==> config.mk <==
export PLATFORM = sky130hd
export DESIGN_NAME = reset_cause_status_flags
export DESIGN_NICKNAME = d
export VERILOG_FILES = /design/src/rcause_pkg.sv /design/src/reset_cause_status_flags.sv /design/src/table_write_gate.sv /design/src/prio_mode_select.sv
export SDC_FILE = /design/constraint.sdc
export NUM_CORES = 1
export LEC_CHECK = 0
export ABC_AREA = 1
export ABC_CLOCK_PERIOD_IN_PS = 800
export BUFFER_PORTS_ARGS = -buffer_cell sky130_fd_sc_hd__buf_2
export CELL_PAD_IN_SITES_DETAIL_PLACEMENT = 1
export CELL_PAD_IN_SITES_GLOBAL_PLACEMENT = 2
export CORE_MARGIN = 5
export CORE_UTILIZATION = 25
export DETAILED_ROUTE_END_ITERATION = 16
export MAX_ROUTING_LAYER = met4
export PLACE_DENSITY_LB_ADDON = 0.1
export SKIP_LAST_GASP = 1
export SYNTH_ARGS = -nofsm -noshare
export SYNTH_HDL_FRONTEND = slang
export SYNTH_SLANG_ARGS = --single-unit
==> constraint.sdc <==
create_clock -name clk -period 0.8 [get_ports clk]
set_input_delay 0.04 -clock clk [delete_from_list [all_inputs] [get_ports clk]]
set_output_delay 0.04 -clock clk [all_outputs]
set_load 0.03 [all_outputs]
==> src/rcause_pkg.sv <==
package rcause_pkg;
   // ---------------------------------------------------------------
   // Register map (word offsets on the plain register port)
   // ---------------------------------------------------------------
   localparam int          ADDR_W          = 4;
   localparam logic [3:0]  OFF_RCTRL       = 4'h0;   // Reset control and cause
   localparam logic [3:0]  OFF_IRQ_STAT    = 4'h1;   // Sticky event bits, write one clears
   localparam logic [3:0]  OFF_IRQ_MASK    = 4'h2;   // Event enables
   localparam logic [3:0]  OFF_PROT_STAT   = 4'h3;   // Table write routing, read only

   // ---------------------------------------------------------------
   // Control register fields
   // ---------------------------------------------------------------
   localparam int          BIT_PRIO_EN     = 7;
   localparam int          BIT_LONG_WR     = 6;
   localparam int          BIT_UNUSED      = 5;
   localparam int          BIT_RESET_INSTR = 4;
   localparam int          BIT_WDOG_EXP    = 3;
   localparam int          BIT_SLEEP_ENT   = 2;
   localparam int          BIT_POWER_ON    = 1;
   localparam int          BIT_SUPPLY_DIP  = 0;
   localparam logic [7:0]  RCTRL_RESET     = 8'h1C;
   localparam logic [7:0]  RCTRL_WMASK     = 8'hDF;

   // ---------------------------------------------------------------
   // Interrupt event bits
   // ---------------------------------------------------------------
   localparam int          EV_W            = 5;
   localparam int          EV_WDOG         = 0;
   localparam int          EV_SLEEP        = 1;
   localparam int          EV_RESET_INSTR  = 2;
   localparam int          EV_BLOCKED_WR   = 3;
   localparam int          EV_LONG_WR_ON   = 4;
   localparam logic [4:0]  EV_RESET        = 5'h00;

   // Reset cause classes used by the combinational cause decode
   typedef enum logic [2:0] {
      CAUSE_NONE, CAUSE_POWER_ON, CAUSE_SUPPLY_DIP, CAUSE_PIN, CAUSE_INSTR, CAUSE_WDOG
   } cause_t;
endpackage

==> src/reset_cause_status_flags.sv <==
// The register offsets and the address-and-strobe port were left to the implementer.
`timescale 1ns/1ps
// Functional notes
// - Priority enable picks two levels or legacy
// - Long write enable allows internal table writes
// - Disabled: internal writes blocked, external only
// - Long write cleared only by power-on/pin
// - Unused bit reads zero, ignores writes
// - Reset instruction flag zero after instruction reset
// - Watchdog flag set at power-up, clear, sleep
// - Watchdog flag cleared on watchdog time-out
// - Sleep flag set power-up/clear, cleared sleeping
// - Power-on flag zero until software writes one
// - Supply dip flag zero after supply dip reset
module reset_cause_status_flags
   import rcause_pkg::*;
(
   input  wire logic              clk,
   input  wire logic              resetn,
   input  wire logic              power_on_rst,
   input  wire logic              supply_dip_rst,
   input  wire logic              external_reset_pin,
   input  wire logic              reset_instr_rst,
   input  wire logic              watchdog_reset,
   input  wire logic              watchdog_clear_op,
   input  wire logic              sleep_op,
   input  wire logic              watchdog_timeout,
   input  wire logic              table_write_op,
   input  wire logic              table_write_internal,
   input  wire logic [ADDR_W-1:0] reg_addr,
   input  wire logic [7:0]        reg_wdata,
   input  wire logic              reg_wr,
   input  wire logic              reg_rd,
   output logic      [7:0]        reg_rdata_q,
   output logic                   irq_q,
   output logic                   two_level_q,
   output logic                   legacy_mode_q,
   output logic                   int_wr_q,
   output logic                   ext_wr_q,
   output logic                   wr_blocked_q
);
   // ---------------------------------------------------------------
   // State
   // ---------------------------------------------------------------
   logic          prio_en_q;
   logic          long_wr_q;
   logic          reset_instr_flag_q;
   logic          wdog_expiry_flag_q;
   logic          sleep_entry_flag_q;
   logic          power_on_flag_q;
   logic          supply_dip_reset_flag_q;
   logic [EV_W-1:0] ev_stat_q;
   logic [EV_W-1:0] ev_mask_q;
   logic [EV_W-1:0] ev_set;
   logic          any_reset;
   logic          long_wr_kill;
   logic          rctrl_wr;
   logic [7:0]    rctrl_view;
   cause_t        cause;

   // Software write to the control register
   assign rctrl_wr = reg_wr && (reg_addr == OFF_RCTRL);

   // Any core reset request; the OR sets no priority, the cause decode does
   assign any_reset = power_on_rst || supply_dip_rst || external_reset_pin
                    || reset_instr_rst || watchdog_reset;

   // Only a power-on or pin reset may drop long write enable
   assign long_wr_kill = (cause == CAUSE_POWER_ON) || (cause == CAUSE_PIN);

   // ---------------------------------------------------------------
   // Reset cause decode
   // ---------------------------------------------------------------
   // Priority keeps the power-on cause dominant when several coincide
   always_comb begin
      if (power_on_rst)            cause = CAUSE_POWER_ON;
      else if (external_reset_pin) cause = CAUSE_PIN;      // Must beat dip: drops long write
      else if (supply_dip_rst)     cause = CAUSE_SUPPLY_DIP;
      else if (reset_instr_rst)    cause = CAUSE_INSTR;
      else if (watchdog_reset)     cause = CAUSE_WDOG;
      else                         cause = CAUSE_NONE;
   end

   // Software value bit taken straight from the write data, no mask applied
   function automatic logic sw_bit(input logic [7:0] d, input int pos);
      sw_bit = d[pos];
   endfunction

   // ---------------------------------------------------------------
   // Priority enable: plain read/write, cleared by any reset
   // ---------------------------------------------------------------
   always_ff @(posedge clk or negedge resetn) begin
      if (!resetn) begin
         prio_en_q <= 1'b0;
      end else if (any_reset) begin
         prio_en_q <= 1'b0;
      end else if (rctrl_wr) begin
         prio_en_q <= sw_bit(reg_wdata, BIT_PRIO_EN);
      end
   end

   // ---------------------------------------------------------------
   // Long write enable: set-only from software
   // ---------------------------------------------------------------
   // Writing zero is ignored so a runaway program cannot drop it early
   always_ff @(posedge clk or negedge resetn) begin
      if (!resetn) begin
         long_wr_q <= 1'b0;
      end else begin
         case (cause)
            CAUSE_POWER_ON, CAUSE_PIN: begin
               long_wr_q <= 1'b0;
            end
            default: begin
               if (rctrl_wr && sw_bit(reg_wdata, BIT_LONG_WR)) begin
                  long_wr_q <= 1'b1;
               end
            end
         endcase
      end
   end

   // ---------------------------------------------------------------
   // Reset instruction flag
   // ---------------------------------------------------------------
   always_ff @(posedge clk or negedge resetn) begin
      if (!resetn) begin
         reset_instr_flag_q <= RCTRL_RESET[BIT_RESET_INSTR];
      end else if (reset_instr_rst) begin
         reset_instr_flag_q <= 1'b0;
      end else if (rctrl_wr) begin
         reset_instr_flag_q <= sw_bit(reg_wdata, BIT_RESET_INSTR);
      end
   end

   // ---------------------------------------------------------------
   // Watchdog expiry flag
   // ---------------------------------------------------------------
   // Time-out outranks clear and sleep, so a late expiry is never hidden
   always_ff @(posedge clk or negedge resetn) begin
      if (!resetn) begin
         wdog_expiry_flag_q <= RCTRL_RESET[BIT_WDOG_EXP];
      end else if (watchdog_timeout) begin
         wdog_expiry_flag_q <= 1'b0;
      end else if (power_on_rst || watchdog_clear_op || sleep_op) begin
         wdog_expiry_flag_q <= 1'b1;
      end else if (rctrl_wr) begin
         wdog_expiry_flag_q <= sw_bit(reg_wdata, BIT_WDOG_EXP);
      end
   end

   // ---------------------------------------------------------------
   // Sleep entry flag
   // ---------------------------------------------------------------
   always_ff @(posedge clk or negedge resetn) begin
      if (!resetn) begin
         sleep_entry_flag_q <= RCTRL_RESET[BIT_SLEEP_ENT];
      end else if (sleep_op) begin
         sleep_entry_flag_q <= 1'b0;
      end else if (power_on_rst || watchdog_clear_op) begin
         sleep_entry_flag_q <= 1'b1;
      end else if (rctrl_wr) begin
         sleep_entry_flag_q <= sw_bit(reg_wdata, BIT_SLEEP_ENT);
      end
   end

   // ---------------------------------------------------------------
   // Power-on and supply dip flags
   // ---------------------------------------------------------------
   always_ff @(posedge clk or negedge resetn) begin
      if (!resetn) begin
         power_on_flag_q <= RCTRL_RESET[BIT_POWER_ON];
      end else if (power_on_rst) begin
         power_on_flag_q <= 1'b0;
      end else if (rctrl_wr && sw_bit(reg_wdata, BIT_POWER_ON)) begin
         power_on_flag_q <= 1'b1;
      end
   end

   always_ff @(posedge clk or negedge resetn) begin
      if (!resetn) begin
         supply_dip_reset_flag_q <= RCTRL_RESET[BIT_SUPPLY_DIP];
      end else if (supply_dip_rst) begin
         supply_dip_reset_flag_q <= 1'b0;
      end else if (rctrl_wr) begin
         supply_dip_reset_flag_q <= sw_bit(reg_wdata, BIT_SUPPLY_DIP);
      end
   end

   // ---------------------------------------------------------------
   // Register view; unused bit forced low
   // ---------------------------------------------------------------
   always_comb begin
      rctrl_view                  = 8'h00;
      rctrl_view[BIT_PRIO_EN]     = prio_en_q;
      rctrl_view[BIT_LONG_WR]     = long_wr_q;
      rctrl_view[BIT_RESET_INSTR] = reset_instr_flag_q;
      rctrl_view[BIT_WDOG_EXP]    = wdog_expiry_flag_q;
      rctrl_view[BIT_SLEEP_ENT]   = sleep_entry_flag_q;
      rctrl_view[BIT_POWER_ON]    = power_on_flag_q;
      rctrl_view[BIT_SUPPLY_DIP]  = supply_dip_reset_flag_q;
   end

   // ---------------------------------------------------------------
   // Events and interrupt
   // ---------------------------------------------------------------
   always_comb begin
      ev_set                 = EV_RESET;
      ev_set[EV_WDOG]        = watchdog_timeout;
      ev_set[EV_SLEEP]       = sleep_op;
      ev_set[EV_RESET_INSTR] = reset_instr_rst;
      ev_set[EV_BLOCKED_WR]  = wr_blocked_q;
      // No turn-on event when a reset drops the bit in the same cycle
      ev_set[EV_LONG_WR_ON]  = rctrl_wr && !long_wr_q && !long_wr_kill
                               && reg_wdata[BIT_LONG_WR];
   end

   // Set wins over a write-one-to-clear in the same cycle
   always_ff @(posedge clk or negedge resetn) begin
      if (!resetn) begin
         ev_stat_q <= EV_RESET;
      end else if (reg_wr && (reg_addr == OFF_IRQ_STAT)) begin
         ev_stat_q <= (ev_stat_q & ~reg_wdata[EV_W-1:0]) | ev_set;
      end else begin
         ev_stat_q <= ev_stat_q | ev_set;
      end
   end

   always_ff @(posedge clk or negedge resetn) begin
      if (!resetn) begin
         ev_mask_q <= EV_RESET;
      end else if (reg_wr && (reg_addr == OFF_IRQ_MASK)) begin
         ev_mask_q <= reg_wdata[EV_W-1:0];
      end
   end

   // One cycle behind the status bits, kept flop-driven
   always_ff @(posedge clk or negedge resetn) begin
      if (!resetn) begin
         irq_q <= 1'b0;
      end else begin
         irq_q <= |(ev_stat_q & ev_mask_q);
      end
   end

   // ---------------------------------------------------------------
   // Read port: data valid the cycle after the strobe only
   // ---------------------------------------------------------------
   always_ff @(posedge clk or negedge resetn) begin
      if (!resetn) begin
         reg_rdata_q <= 8'h00;
      end else if (reg_rd) begin
         case (reg_addr)
            OFF_RCTRL:     reg_rdata_q <= rctrl_view;
            OFF_IRQ_STAT:  reg_rdata_q <= {3'h0, ev_stat_q};
            OFF_IRQ_MASK:  reg_rdata_q <= {3'h0, ev_mask_q};
            OFF_PROT_STAT: reg_rdata_q <= {5'h00, wr_blocked_q, ext_wr_q, int_wr_q};
            default:       reg_rdata_q <= 8'h00;
         endcase
      end else begin
         reg_rdata_q <= 8'h00;
      end
   end

   // ---------------------------------------------------------------
   // Submodules
   // ---------------------------------------------------------------
   table_write_gate u_gate (
      .clk                  (clk),
      .resetn               (resetn),
      .long_write_enable    (long_wr_q),
      .table_write_op       (table_write_op),
      .table_write_internal (table_write_internal),
      .int_wr_q             (int_wr_q),
      .ext_wr_q             (ext_wr_q),
      .blocked_q            (wr_blocked_q)
   );

   prio_mode_select u_prio (
      .clk           (clk),
      .resetn        (resetn),
      .prio_enable   (prio_en_q),
      .two_level_q   (two_level_q),
      .legacy_mode_q (legacy_mode_q)
   );

   // ---------------------------------------------------------------
   // Checks
   // ---------------------------------------------------------------
   AST_LONG_WR_STICKY: assert property (@(posedge clk) disable iff (!resetn)
      long_wr_q && !power_on_rst && !external_reset_pin |=> long_wr_q)
      else $error("long write enable dropped without reset");
   AST_UNUSED_ZERO: assert property (@(posedge clk) disable iff (!resetn)
      reg_rd && reg_addr == OFF_RCTRL |=> !reg_rdata_q[BIT_UNUSED])
      else $error("unused bit read as one");
   AST_INSTR_CLR: assert property (@(posedge clk) disable iff (!resetn)
      reset_instr_rst |=> !reset_instr_flag_q)
      else $error("reset instruction flag not cleared");
   AST_WDOG_SET: assert property (@(posedge clk) disable iff (!resetn)
      (watchdog_clear_op || sleep_op) && !watchdog_timeout |=> wdog_expiry_flag_q)
      else $error("watchdog flag not set");
   AST_WDOG_CLR: assert property (@(posedge clk) disable iff (!resetn)
      watchdog_timeout |=> !wdog_expiry_flag_q)
      else $error("watchdog flag not cleared on time-out");
   AST_SLEEP_FLAG: assert property (@(posedge clk) disable iff (!resetn)
      sleep_op |=> !sleep_entry_flag_q)
      else $error("sleep flag not cleared by sleep");
   AST_SLEEP_HOLD: assert property (@(posedge clk) disable iff (!resetn)
      !sleep_entry_flag_q && !watchdog_clear_op && !power_on_rst && !rctrl_wr
         |=> !sleep_entry_flag_q)
      else $error("sleep flag rose without clear or power-up");
   AST_POR_HOLD: assert property (@(posedge clk) disable iff (!resetn)
      !power_on_flag_q && !(rctrl_wr && reg_wdata[BIT_POWER_ON]) |=> !power_on_flag_q)
      else $error("power-on flag set without software");
   AST_DIP_CLR: assert property (@(posedge clk) disable iff (!resetn)
      supply_dip_rst |=> !supply_dip_reset_flag_q)
      else $error("supply dip flag not cleared");

   // ---------------------------------------------------------------
   // Reset and hardware event checks
   // ---------------------------------------------------------------
   // Pin and power-on resets must drop long write even with a dip
   AST_LONG_WR_CLR: assert property (@(posedge clk) disable iff (!resetn)
      power_on_rst || external_reset_pin |=> !long_wr_q)
      else $error("long write enable kept over reset");
   // Long write rises only by a software write of one
   AST_LONG_WR_RISE: assert property (@(posedge clk) disable iff (!resetn)
      !long_wr_q && !(rctrl_wr && reg_wdata[BIT_LONG_WR]) |=> !long_wr_q)
      else $error("long write enable rose without software");
   // Power-on reset leaves the flag low for software to re-arm
   AST_POR_CLR: assert property (@(posedge clk) disable iff (!resetn)
      power_on_rst |=> !power_on_flag_q)
      else $error("power-on flag not cleared");
   // Power-up sets the watchdog flag unless a time-out lands with it
   AST_WDOG_PWRUP: assert property (@(posedge clk) disable iff (!resetn)
      power_on_rst && !watchdog_timeout |=> wdog_expiry_flag_q)
      else $error("watchdog flag not set at power-up");
   // Clear or power-up brings the sleep flag back unless sleep wins
   AST_SLEEP_SET: assert property (@(posedge clk) disable iff (!resetn)
      (watchdog_clear_op || power_on_rst) && !sleep_op |=> sleep_entry_flag_q)
      else $error("sleep flag not set by clear or power-up");
   // No reset instruction, no write: the flag keeps reading one
   AST_INSTR_KEEP: assert property (@(posedge clk) disable iff (!resetn)
      reset_instr_flag_q && !reset_instr_rst && !rctrl_wr |=> reset_instr_flag_q)
      else $error("reset instruction flag dropped on its own");
   // No supply dip, no write: the flag keeps reading one
   AST_DIP_KEEP: assert property (@(posedge clk) disable iff (!resetn)
      supply_dip_reset_flag_q && !supply_dip_rst && !rctrl_wr |=> supply_dip_reset_flag_q)
      else $error("supply dip flag dropped on its own");
endmodule

==> src/table_write_gate.sv <==
`timescale 1ns/1ps
// Routes a table write to internal or external program memory
module table_write_gate
   import rcause_pkg::*;
(
   input  wire logic clk,
   input  wire logic resetn,
   input  wire logic long_write_enable,
   input  wire logic table_write_op,
   input  wire logic table_write_internal,
   output logic      int_wr_q,
   output logic      ext_wr_q,
   output logic      blocked_q
);
   // ---------------------------------------------------------------
   // Routing, registered so outputs come straight from flops
   // ---------------------------------------------------------------
   always_ff @(posedge clk or negedge resetn) begin
      if (!resetn) begin
         int_wr_q  <= 1'b0;
         ext_wr_q  <= 1'b0;
         blocked_q <= 1'b0;
      end else begin
         int_wr_q  <= table_write_op && table_write_internal && long_write_enable;
         ext_wr_q  <= table_write_op && !table_write_internal;
         blocked_q <= table_write_op && table_write_internal && !long_write_enable;
      end
   end

   AST_INT_BLOCKED: assert property (@(posedge clk) disable iff (!resetn)
      table_write_op && table_write_internal && !long_write_enable
         |=> !int_wr_q && blocked_q)
      else $error("internal table write passed while disabled");
   AST_INT_ALLOWED: assert property (@(posedge clk) disable iff (!resetn)
      table_write_op && table_write_internal && long_write_enable |=> int_wr_q)
      else $error("internal table write not issued while enabled");
endmodule

==> src/prio_mode_select.sv <==
`timescale 1ns/1ps
// Selects two-level or single-level interrupt handling
module prio_mode_select
   import rcause_pkg::*;
(
   input  wire logic clk,
   input  wire logic resetn,
   input  wire logic prio_enable,
   output logic      two_level_q,
   output logic      legacy_mode_q
);
   // ---------------------------------------------------------------
   // Mode flops, mutually exclusive by construction
   // ---------------------------------------------------------------
   always_ff @(posedge clk or negedge resetn) begin
      if (!resetn) begin
         two_level_q   <= 1'b0;
         legacy_mode_q <= 1'b1;
      end else begin
         two_level_q   <= prio_enable;
         legacy_mode_q <= !prio_enable;
      end
   end

   AST_PRIO_MODE: assert property (@(posedge clk) disable iff (!resetn)
      ##1 (two_level_q == $past(prio_enable)) && (legacy_mode_q != two_level_q))
      else $error("priority mode does not follow enable bit");
endmodule

Yosys cells after proc, flatten, opt, wreduce, memory -nomap -nowiden
Cells that the tools add are included.
- register bits: 31
- output and inout bits: 14
- logic and storage cells: 83
- bitwise operators: 5
- multiplexer cells: 24
- reductions and logical operators: 33
- eq/ne operators: 5
- operator list (kind ; number):
    one-hot mux 8 bit (4 select lines) ; 1
    2-to-1 mux 1 bit ; 16
    2-to-1 mux 3 bit ; 5
    logical AND 1 bit ; 12
    bitwise AND 5 bit ; 2
    bitwise OR 5 bit ; 2
    nonzero test 2 bit ; 5
    equality test 4 x 2 -> 1 bit (second input constant) ; 2
    2-to-1 mux 8 bit ; 1
    logical OR 1 bit ; 7
    nonzero test 3 bit ; 2
    2-to-1 mux 5 bit ; 1
    inverter 5 bit ; 1
    OR reduction 5 bit ; 1
    equality test 4 x 1 -> 1 bit (second input constant) ; 1
    logical NOT 1 bit ; 4
    logical NOT 4 bit ; 1
    equality test 3 x 1 -> 1 bit (second input constant) ; 1
    equality test 3 x 2 -> 1 bit (second input constant) ; 1
    OR reduction 2 bit ; 1

Depth between registers and ports, before layout
Gate-level depths: netlist of run 1.
- depth in word-level cells: 12
- gate-level depth with buffers: 7
- depth with buffers taken out: 7

By module
A second synthesis of run 1 with hierarchy kept.
- cell total of the unflattened synthesis: 174
- area, all modules: 1450.1 um^2
- by module, submodules not included (module ; cells each ; times used ; area an instance (um^2) ; seq. area each (um^2)):
    reset_cause_status_flags ; 162 ; 1 ; 1297.5 ; 629.4
    table_write_gate ; 9 ; 1 ; 97.6 ; 75.1
    prio_mode_select ; 3 ; 1 ; 55.1 ; 51.3

Worst setup path after synthesis of run 1
OpenSTA, ideal clock, no wires.
- path type: flip-flop to flip-flop
- start point: register u_gate.blocked_q
- end point: register reg_rdata_q[2]
- arrival time: 0.761 ns
- stages on the path, launching flop included: 5
- path buffers: 0
- setup time: 0.120 ns
- period minus slack after synthesis: 0.881 ns
- slack: -0.081 ns
- cells stage by stage: dfrtp_1 > nand3_1 > nand2_1 > nor2_1 > nor2_1
- cells in the longest elaborated chain, start to end: 2
- RTL lines (what ; line ; source):
    from (decl) ; table_write_gate.sv:13 ; output logic blocked_q
    from (signal assigned) ; table_write_gate.sv:26 ; blocked_q <= table_write_op && table_write_internal && !long_write_enable;
    one-hot mux 8 bit (4 select lines) ; reset_cause_status_flags.sv:253 ; case (reg_addr)
    2-to-1 mux 8 bit ; reset_cause_status_flags.sv:252 ; end else if (reg_rd) begin
    to (signal assigned) ; reset_cause_status_flags.sv:254 ; OFF_RCTRL: reg_rdata_q <= rctrl_view;
    to (signal assigned) ; reset_cause_status_flags.sv:255 ; OFF_IRQ_STAT: reg_rdata_q <= {3'h0, ev_stat_q};
    to (signal assigned) ; reset_cause_status_flags.sv:256 ; OFF_IRQ_MASK: reg_rdata_q <= {3'h0, ev_mask_q};
    to (decl) ; reset_cause_status_flags.sv:34 ; output logic [7:0] reg_rdata_q,
No other way between the ends.
A chain may end at the register's enable or synchronous reset.

Worst setup path in the final report of run 1
- start point: register u_gate.blocked_q
- end point: output wr_blocked_q
- RTL lines (what ; line ; source):
    to (decl) ; reset_cause_status_flags.sv:40 ; output logic wr_blocked_q
No word-level cell between the ends.

==> run summary, run 1 <==
Status: finished, violations left
Failing checks: setup timing
Leak pwr: 1.085 nW
Initial antenna violation count: 0
Post-Synth XOR/XNOR Area: 0%
Diode count: 0
WL met1: 1844 µm
Post-synthesis cell area: 1446 µm²
Worst setup SP type: flip-flop
Hold wc startpoint: reset_instr_rst
Mean area per synthesized cell: 8.361 µm²
Worst vdd ir: 829.0 µV
Syn Nets: 199
FF-to-FF Start: u_gate.blocked_q
Slew Limit Fails: 0
CP Buf/Inv Count: 2
Clk sink count: 30
Mux cell area share after synthesis: 0%
Sw Ratio: 27.75%
CP Capture Type: primary output
Routed wire per std cell: 14.22 µm
Global-route wire length before repair: 7355 µm
CTS buffer count: 5
Nets: 259
Yosys reg bits: 30
Seq pwr share: 47.7%
Synth Area in Adders: 0%
Final hold viol count: 0
CTS Buffer Depth: 2
Final period utilization: 122.9%
Synth Area in Compound Gates: 3.114%
Max_cap viols: 0
Pwr/cell area: 1659 nW/µm²
Row count: 27
Vias per cell: 4.477
CTS tree: built
Buffers added on ports: 37
DP HPWL: 3461 µm
Vias in the first global route: 1,558
Minimum clock period: 0.9830 ns
CTS H-tree lvls: 2
Clk_lat worst skew: 0.28 ns
Ports: 40
Crit path kind: flip-flop to primary output
Crit-path max FO: 2
RSZ-0062 raised after global routing: yes
Largest delay share family, worst path: flip-flops
Ys Warns: 0
DRC viols: 0
Worst Hold Class: input pin to flip-flop
DRT iter0 DRCs: 50
Final setup margin: -0.1830 ns
Synth Area in Simple Gates: 38.06%
Clock transition at path regs: 0.06 ns
Root Buffer: clkbuf_8
Grt ovf: 0
Core Util, Final: 38.77%
F_max: 1.017 GHz
Finish-stage setup viols: 19
CP most frequent cell: buf_6
Final antenna-violating net count: 0
Synth Instances: 173
Critical path's slowest cell: dfrtp_2
Critical Path Source: u_gate.blocked_q
Met2 Routed Length: 2263 µm
Register area share after synthesis: 52.25%
Core Footprint: 5574 µm²
Worst R2R Path Depth: 5
Pwr Total: 0.003585 W
DIE WIDTH: 86.06 µm
CP peak stage delay: 0.42 ns
Worst Hold Path Cells: 3
Post-Route WL: 4351 µm
Worst Path Required: 0.76 ns
Clock power frac: 34.6%
Routability cong.: 0.7903
Initial Util: 25.95%
Via count: 1,370
Die Y: 86.06 µm
Fin Clk Skew: 0.005864 ns
Net switching power: 0.0009948 W
WP data arrival: 0.94 ns
Total track usage: 13.29%
Largest net degree at the start of global routing: 31
Comb power frac: 17.6%
Worst path cell trace: buf_6 -> buf_6
Share of cells above drive strength 1: 43.16%
Number of cells on the critical path: 2
Synth cell types: 21
Main combinational cell family by area after synthesis: simple AND/OR/NAND/NOR gates
P_int: 0.002591 W
DR pass1 iterations: 4
Area Overhead vs Synth: 49.39%
Fill cell count: 673
Die area: 7406 µm²
Setup TNS: -1.112 ns
Met3 WL: 181 µm
Highest Signal Layer: met4
[stage by stage]
stage | setup slack, ns | instances | instance area [µm²] | hold WS [ns]
finish | -0.1830 | 306 | 2161 | 0.01007
detailed placement | -0.1701 | 291 | 1848 | 0.009145
floorplan | -0.01117 | 173 | 1465 | -0.2556
global placement | -0.1437 | 291 | 1848 | 0.005501
CTS | -0.2017 | 306 | 2112 | 0.0003303
global route | -0.2113 | 306 | 2161 | 0.01898
[power by group through the flow]
stage	Sequential (W)	Clock (W)	Combinational [W]
global placement	0.00172	0	0.000545
global route	0.00172	0.00136	0.000702
finish	0.00171	0.00124	0.000633
detailed placement	0.00173	0	0.000556
floorplan	0.00176	0	0.000230
CTS	0.00171	0.00130	0.000621
[flip-flops by register name (all words and copies together), names as in the netlist]
register,cells
u_gate.blocked_q,1
u_prio.legacy_mode_q,1
wdog_expiry_flag_q,1
power_on_flag_q,1
sleep_entry_flag_q,1
supply_dip_reset_flag_q,1
irq_q,1
reset_instr_flag_q,1
ev_stat_q,5
reg_rdata_q,7
u_gate.int_wr_q,1
u_prio.two_level_q,1
prio_en_q,1
ev_mask_q,5
long_wr_q,1
u_gate.ext_wr_q,1
[placed cells by master, fill, tap and decap left out, types with 2 or more instances in the layout]
cell and count:
dfrtp_2 3, buf_2 24, dfstp_2 4, nor2_4 6, a21oi_1 3, buf_12 3, nand2_1 47, dfrtp_1 23
clkbuf_8 6, dlygate4sd3_1 5, inv_2 5, o21ai_1 4, nor3_1 3, nor2_2 3, nand3_1 21, nor2_1 8
buf_6 15, nor3_2 2, nand2_2 5, inv_1 14, buf_4 9, nand3_2 11
[worst min-delay path, delay by kind of cell]
kind | cells | cell delay, ns
buf+inv | 2 | 0.16
simple gates | 1 | 0.06
[cells in the mapped netlist]
cell	n	area [µm²]
inv_2	3	11.26
buf_2	1	5.000
buf_4	2	15.01
a21oi_1	4	20.02
o21ai_1	5	25.02
nor2_8	1	20.02
dfrtp_1	26	650.6
nor2_4	6	67.56
nand3_2	1	10.01
dfstp_2	4	105.1
or2_1	1	6.260
nor3_1	5	25.02
nand3b_1	1	7.510
nand4_1	1	6.260
nand2_2	2	12.51
nor2_1	11	41.29
inv_1	16	60.06
conb_1	1	3.750
nand3_1	31	155.2
nand2_4	1	11.26
nand2_1	50	187.7
[repair_timing]
action	CTS	global route
hold endpoints to repair	35	0
gates resized for setup	32	15
pin swaps	4	9
buffers inserted	2	0
endpoints found under the setup margin	20	25
hold buffers	5	0
[path summary, 6_finish.rpt]
path / endpoint / slack (ns)
setup / recovery: wr_blocked_q / -0.18
hold / removal: ev_stat_q[2] / 0.01
setup reg to reg: reg_rdata_q[2] / -0.13
hold reg to reg: u_prio.two_level_q / 0.41
max in group asynchronous: sleep_entry_flag_q / 0.30
min in group asynchronous: ev_stat_q[3] / 0.25
[logic make-up after synthesis]
| group | Yosys count |
|---|---|
| AND/OR/NAND/NOR | 111 |
| buffers and inverters | 22 |
| flip-flops | 30 |
| AO/OA/AOI/OAI | 9 |
| other | 1 |
[area by class of cell]
| class | count | area (µm²) | area share (%) |
|---|---|---|---|
| clock buffer | 7 | 86.33 | 3.995 |
| clock inverter | 1 | 5.005 | 0.2316 |
| timing repair buffer | 56 | 466.7 | 21.60 |
| tap | 72 | 90.09 | 4.169 |
| multi-input combinational | 121 | 681.9 | 31.56 |
| sequential | 30 | 759.5 | 35.15 |
| inverter | 19 | 71.32 | 3.301 |
[metal layers]
metal  vias up  track usage (%)
met5         -                -
met4         0            4.892
met3         5            3.650
met2        28            21.58
met1       668            15.67
li1        669                -
(Power assumes the default switching activity.)
==> run 2, diff against run 1 <==
- CAP_MARGIN: default -> 15
- CORE_UTILIZATION: 25 -> 26
==> run 2 against run 1 <==
  * The flow still finishes with violations (setup timing)
  * Count of clock-buffer cells in the layout is 1 higher
  * Global-route usage is 0.16 points lower
  * Worst setup slack better by 0.0044 ns
  * Via count is 0.80% lower
  * First-iteration DRC count stayed put
  * Sequential share of layout area is 0.20 points lower
  * Largest cell class unchanged
==> run summary, run 2 (synthesis results as in run 1) <==
Crit path kind: flip-flop to primary output
Placed insts: 292
Final period utilization: 122.3%
Commonest non-fill, non-tap cells in the layout: nand2_1 (49), buf_2 (24), dfrtp_1 (23), nand3_1 (19), buf_6 (19)
Core Footprint: 5473 µm²
CP Capture Type: primary output
Fin Clk Skew: 0.001949 ns
DR pass1 iterations: 4
Clk_lat worst skew: 0.27 ns
CP most frequent cell: buf_6
Reg-to-reg setup timing slack: -0.13 ns
Initial antenna violation count: 0
Max reg flops: 7
Diode count: 0
CTS buffer count: 5
Nets: 261
Final instance area: 2173 µm²
Final hold viol count: 0
Share of cells above drive strength 1: 42.80%
Clock transition at path regs: 0.06 ns
Critical path's slowest cell: dfrtp_2
Worst hold slack: 0.01391 ns
Slew Limit Fails: 0
Status: finished, violations left
CTS Buffer Depth: 2
CP Buf/Inv Count: 2
Worst Path Required: 0.76 ns
Initial Util: 26.43%
Core Util, Final: 39.71%
Finish-stage setup viols: 21
Worst Hold Path Cells: 3
Largest net degree at the start of global routing: 31
Vias per cell: 4.412
CP peak stage delay: 0.42 ns
Worst path cell trace: buf_6 -> buf_6
Worst Hold Class: input pin to flip-flop
Area Overhead vs Synth: 50.26%
CTS tree: built
Final antenna-violating net count: 0
Grt ovf: 0
Die Y: 84.59 µm
Leak pwr: 1.094 nW
F_max: 1.022 GHz
Largest delay share family, worst path: flip-flops
Routed wire per std cell: 13.89 µm
Failing checks: setup timing
DRT iter0 DRCs: 50
Root Buffer: clkbuf_8
DP HPWL: 3485 µm
Buffers added on ports: 37
Most common cell after layout, fill and taps aside: nand2_1
Hold wc startpoint: reg_wdata[3]
Worst setup SP type: flip-flop
Worst R2R Path Depth: 4
R2r endpoint: reg_rdata_q[2]
CTS H-tree lvls: 2
Worst vdd ir: 580.5 µV
Hold Crit Endpoint: ev_mask_q[3]
Total track usage: 13.13%
DRC viols: 0
Finished Layout Cells: 308
Post-Route WL: 4277 µm
Row count: 27
Max_cap viols: 0
Clk sink count: 30
Placed inst area: 1843 µm²
Final setup margin: -0.1786 ns
Pwr Total: 0.003521 W
Vias in the first global route: 1,533
Crit-path max FO: 2
Biggest regs: reg_rdata_q (7), ev_mask_q (5), ev_stat_q (5)
Biggest register: reg_rdata_q
WP data arrival: 0.94 ns
FF-to-FF Start: sleep_entry_flag_q
Routability cong.: 0.7747
DIE WIDTH: 84.59 µm
Die area: 7155 µm²
Pwr/cell area: 1620 nW/µm²
Global-route wire length before repair: 7210 µm
RSZ-0062 raised after global routing: yes
Minimum clock period: 0.9786 ns
Ports: 40
Via count: 1,359
run 2: metrics by stage:
stage	setup WS, ns	setup TNS (ns)
2_1_floorplan	-0.01117	-0.04037
3_3_place_gp	-0.1607	-3.127
3_5_place_dp	-0.1787	-3.651
4_1_cts	-0.1964	-1.318
5_1_grt	-0.2124	-1.918
6_report	-0.1786	-1.069
run 2: area by class of cell:
cell class / count / area (µm²)
well taps: 72 / 90.09
inverters: 19 / 71.32
fillers: 656 / 3299
multi-input cells: 121 / 690.7
repair buffers: 58 / 481.7
clock buffers: 8 / 80.08
flip-flops and latches: 30 / 759.5
run 2: tightest hold or removal path: stages:
cell	delay [ns]
buf_2	0.11
nand2_1	0.05
nand2_1	0.05
run 2: power by group:
| part | internal [W] | total (W) | switching (W) |
|---|---|---|---|
| Clock | 0.000617 | 0.00115 | 0.000531 |
| Sequential | 0.00163 | 0.00171 | 0.0000874 |
| Combinational | 0.000294 | 0.000661 | 0.000367 |
run 2: worst max-delay path by stage:
stage,startpoint,endpoint,slack [ns],cells after the start
global placement,reg_addr[3],ev_mask_q[0],-0.16,6
finish,u_gate.blocked_q,wr_blocked_q,-0.18,2
CTS,u_gate.blocked_q,wr_blocked_q,-0.20,2
detailed placement,reg_addr[3],ev_mask_q[1],-0.18,6
global route,u_gate.blocked_q,wr_blocked_q,-0.21,2
floorplan,u_gate.blocked_q,reg_rdata_q[2],-0.01,4
run 2: per-layer routing:
metal | up-vias | global-route usage [%] | routed length [µm]
met2 | 34 | 21.78 | 2122
li1 | 669 | - | -
met4 | 0 | 5.036 | 110
met1 | 643 | 15.20 | 1844
met5 | - | - | 0
met3 | 13 | 3.337 | 199
run 2: what timing repair did:
action	4_1_cts	5_1_grt
hold endpoints to repair	34	0
hold buffers	4	0
gates resized for setup	34	16
buffers inserted	3	1
pin swaps	8	7
endpoints found under the setup margin	19	28
==> run 3, diff against run 2 <==
- SETUP_SLACK_MARGIN: default -> 0.3
==> run 3 against run 2 <==
  * The flow finishes with violations (hold timing, setup timing)
  * Combinational power increased by 9.5%
  * Final area increased by 9.2%
  * Clock power increased by 11%
  * Power increased by 5.8%
  * Clock skew increased by 0.0017 ns
  * Non-clock buffer count increased by 5
  * Critical path type unchanged
  * Critical endpoint unchanged
  * Largest cell class is now multi-input gates
  * Largest power group unchanged
==> run summary, run 3 (synthesis results as in run 1) <==
Status: finished, violations left
Failing checks: hold timing, setup timing
Final antenna-violating net count: 0
CTS H-tree lvls: 2
Grt ovf: 0
Vias in the first global route: 1,496
Minimum clock period: 0.9902 ns
Vias per cell: 4.447
Root Buffer: clkbuf_8
DR pass1 iterations: 4
Worst vdd ir: 661.2 µV
FF-to-FF Start: sleep_entry_flag_q
Via count: 1,392
Clk sink count: 30
Core Footprint: 5473 µm²
Global-route wire length before repair: 7286 µm
Initial Util: 26.43%
Crit path to: wr_blocked_q
Post-Route WL: 4504 µm
Reg-to-reg setup timing slack: -0.12 ns
Commonest non-fill, non-tap cells in the layout: nand2_1 (36), buf_6 (24), buf_2 (21), nand3_2 (16)
Leak pwr: 1.151 nW
Slew Limit Fails: 0
Final setup margin: -0.1902 ns
CP Capture Type: primary output
Clk_lat worst skew: 0.28 ns
WP data arrival: 0.95 ns
Finish-stage setup viols: 21
Buffers added on ports: 37
DRC viols: 0
Clock transition at path regs: 0.06 ns
Ports: 40
Routability cong.: 0.7511
Critical Path Source: u_gate.blocked_q
Final instance area: 2372 µm²
Largest net degree at the start of global routing: 31
Biggest register: reg_rdata_q
Worst R2R Path Depth: 4
Max reg flops: 7
Biggest regs: reg_rdata_q (7), ev_mask_q (5), ev_stat_q (5)
CTS tree: built
Max_cap viols: 0
Worst hold slack: -0.3004 ns
Placed insts: 295
Finished Layout Cells: 313
Most common cell after layout, fill and taps aside: nand2_1
Area Overhead vs Synth: 64.01%
CTS buffer count: 5
R2r endpoint: reg_rdata_q[2]
Pwr/cell area: 1570 nW/µm²
Routed wire per std cell: 14.39 µm
Placed inst area: 1913 µm²
DIE WIDTH: 84.59 µm
Nets: 266
Row count: 27
DP HPWL: 3430 µm
Initial antenna violation count: 0
Fill cell count: 641
Diode count: 0
Crit-path max FO: 2
F_max: 1.010 GHz
RSZ-0062 raised after global routing: yes
DRT iter0 DRCs: 35
Worst setup SP type: flip-flop
Total track usage: 13.38%
CTS Buffer Depth: 2
Worst Path Required: 0.76 ns
Final period utilization: 123.8%
Fin Clk Skew: 0.003695 ns
Crit path kind: flip-flop to primary output
Die Y: 84.59 µm
Die area: 7155 µm²
Worst Hold Class: input pin to asynchronous set/reset pin
Final hold viol count: 34
Share of cells above drive strength 1: 59.34%
## run 3: changes by cell type in the layout (fill, tap and decap cells not counted), sizes merged
cell         previous run  this run
clkinv                  0         1
dlygate4sd3             4         0
buf                    54        62
## run 3: cell type report
| cell class | count | area [µm²] | area share (%) |
|---|---|---|---|
| multi-input combinational | 121 | 784.5 | 33.07 |
| sequential | 30 | 769.5 | 32.44 |
| timing repair buffer | 63 | 565.5 | 23.84 |
| tap | 72 | 90.09 | 3.797 |
| clock buffer | 7 | 86.33 | 3.639 |
| inverter | 19 | 71.32 | 3.006 |
| clock inverter | 1 | 5.005 | 0.2110 |
## run 3: report_power, final
group / total [W] / switching, W / leakage [nW] / internal (W)
Combinational: 0.000724 / 0.000398 / 0.748 / 0.000326
Sequential: 0.00172 / 0.0000940 / 0.355 / 0.00163
Clock: 0.00128 / 0.000586 / 0.0482 / 0.000693
Total: 0.00372 / 0.00108 / 1.15 / 0.00265
## run 3: timing repair
item / CTS / global route
endpoints found under the hold margin: 34 / 33
pin swaps: 20 / 17
setup endpoints to repair: 42 / 42
resized for setup: 51 / 25
buffers inserted: 3 / 6
gates cloned: 0 / 1
## run 3: critical path, stage by stage, from the launching register on
cell	delay [ns]
dfrtp_2	0.42
buf_6	0.13
buf_6	0.13
## run 3: how the worst min path moves through the flow
stage,slack (ns),endpoint,cells after the start
6_report,-0.30,ev_mask_q[4],2
4_1_cts,-0.29,reg_rdata_q[2],2
3_3_place_gp,0.006,ev_mask_q[0],2
5_1_grt,-0.29,ev_mask_q[4],2
2_1_floorplan,-0.26,ev_mask_q[0],0
3_5_place_dp,0.007,ev_mask_q[4],2
## run 3: metal layers
metal	wire length (µm)	GRT usage [%]	vias to the layer above	part of all wire, %
li1	-	-	683	-
met1	2008	16.41	669	45
met2	2239	21.57	32	50
met3	174	3.337	8	3.9
met4	82	4.317	0	1.8
met5	0	-	-	0
## run 3: metrics by stage
stage / setup TNS, ns / util [%] / power [W] / worst slack (ns) / hold slack, ns
after CTS: -1.518 / 40.24 / 0.003664 / -0.1972 / -0.2912
after global placement: -2.065 / 34.96 / 0.002286 / -0.1350 / 0.005767
final: -1.313 / 43.35 / 0.003725 / -0.1902 / -0.3004
after detailed placement: -2.551 / 34.96 / 0.002303 / -0.1684 / 0.006918
after floorplan: -0.02184 / - / 0.002003 / -0.01117 / -0.2556
after global routing: -2.080 / 43.35 / 0.003878 / -0.2172 / -0.2884
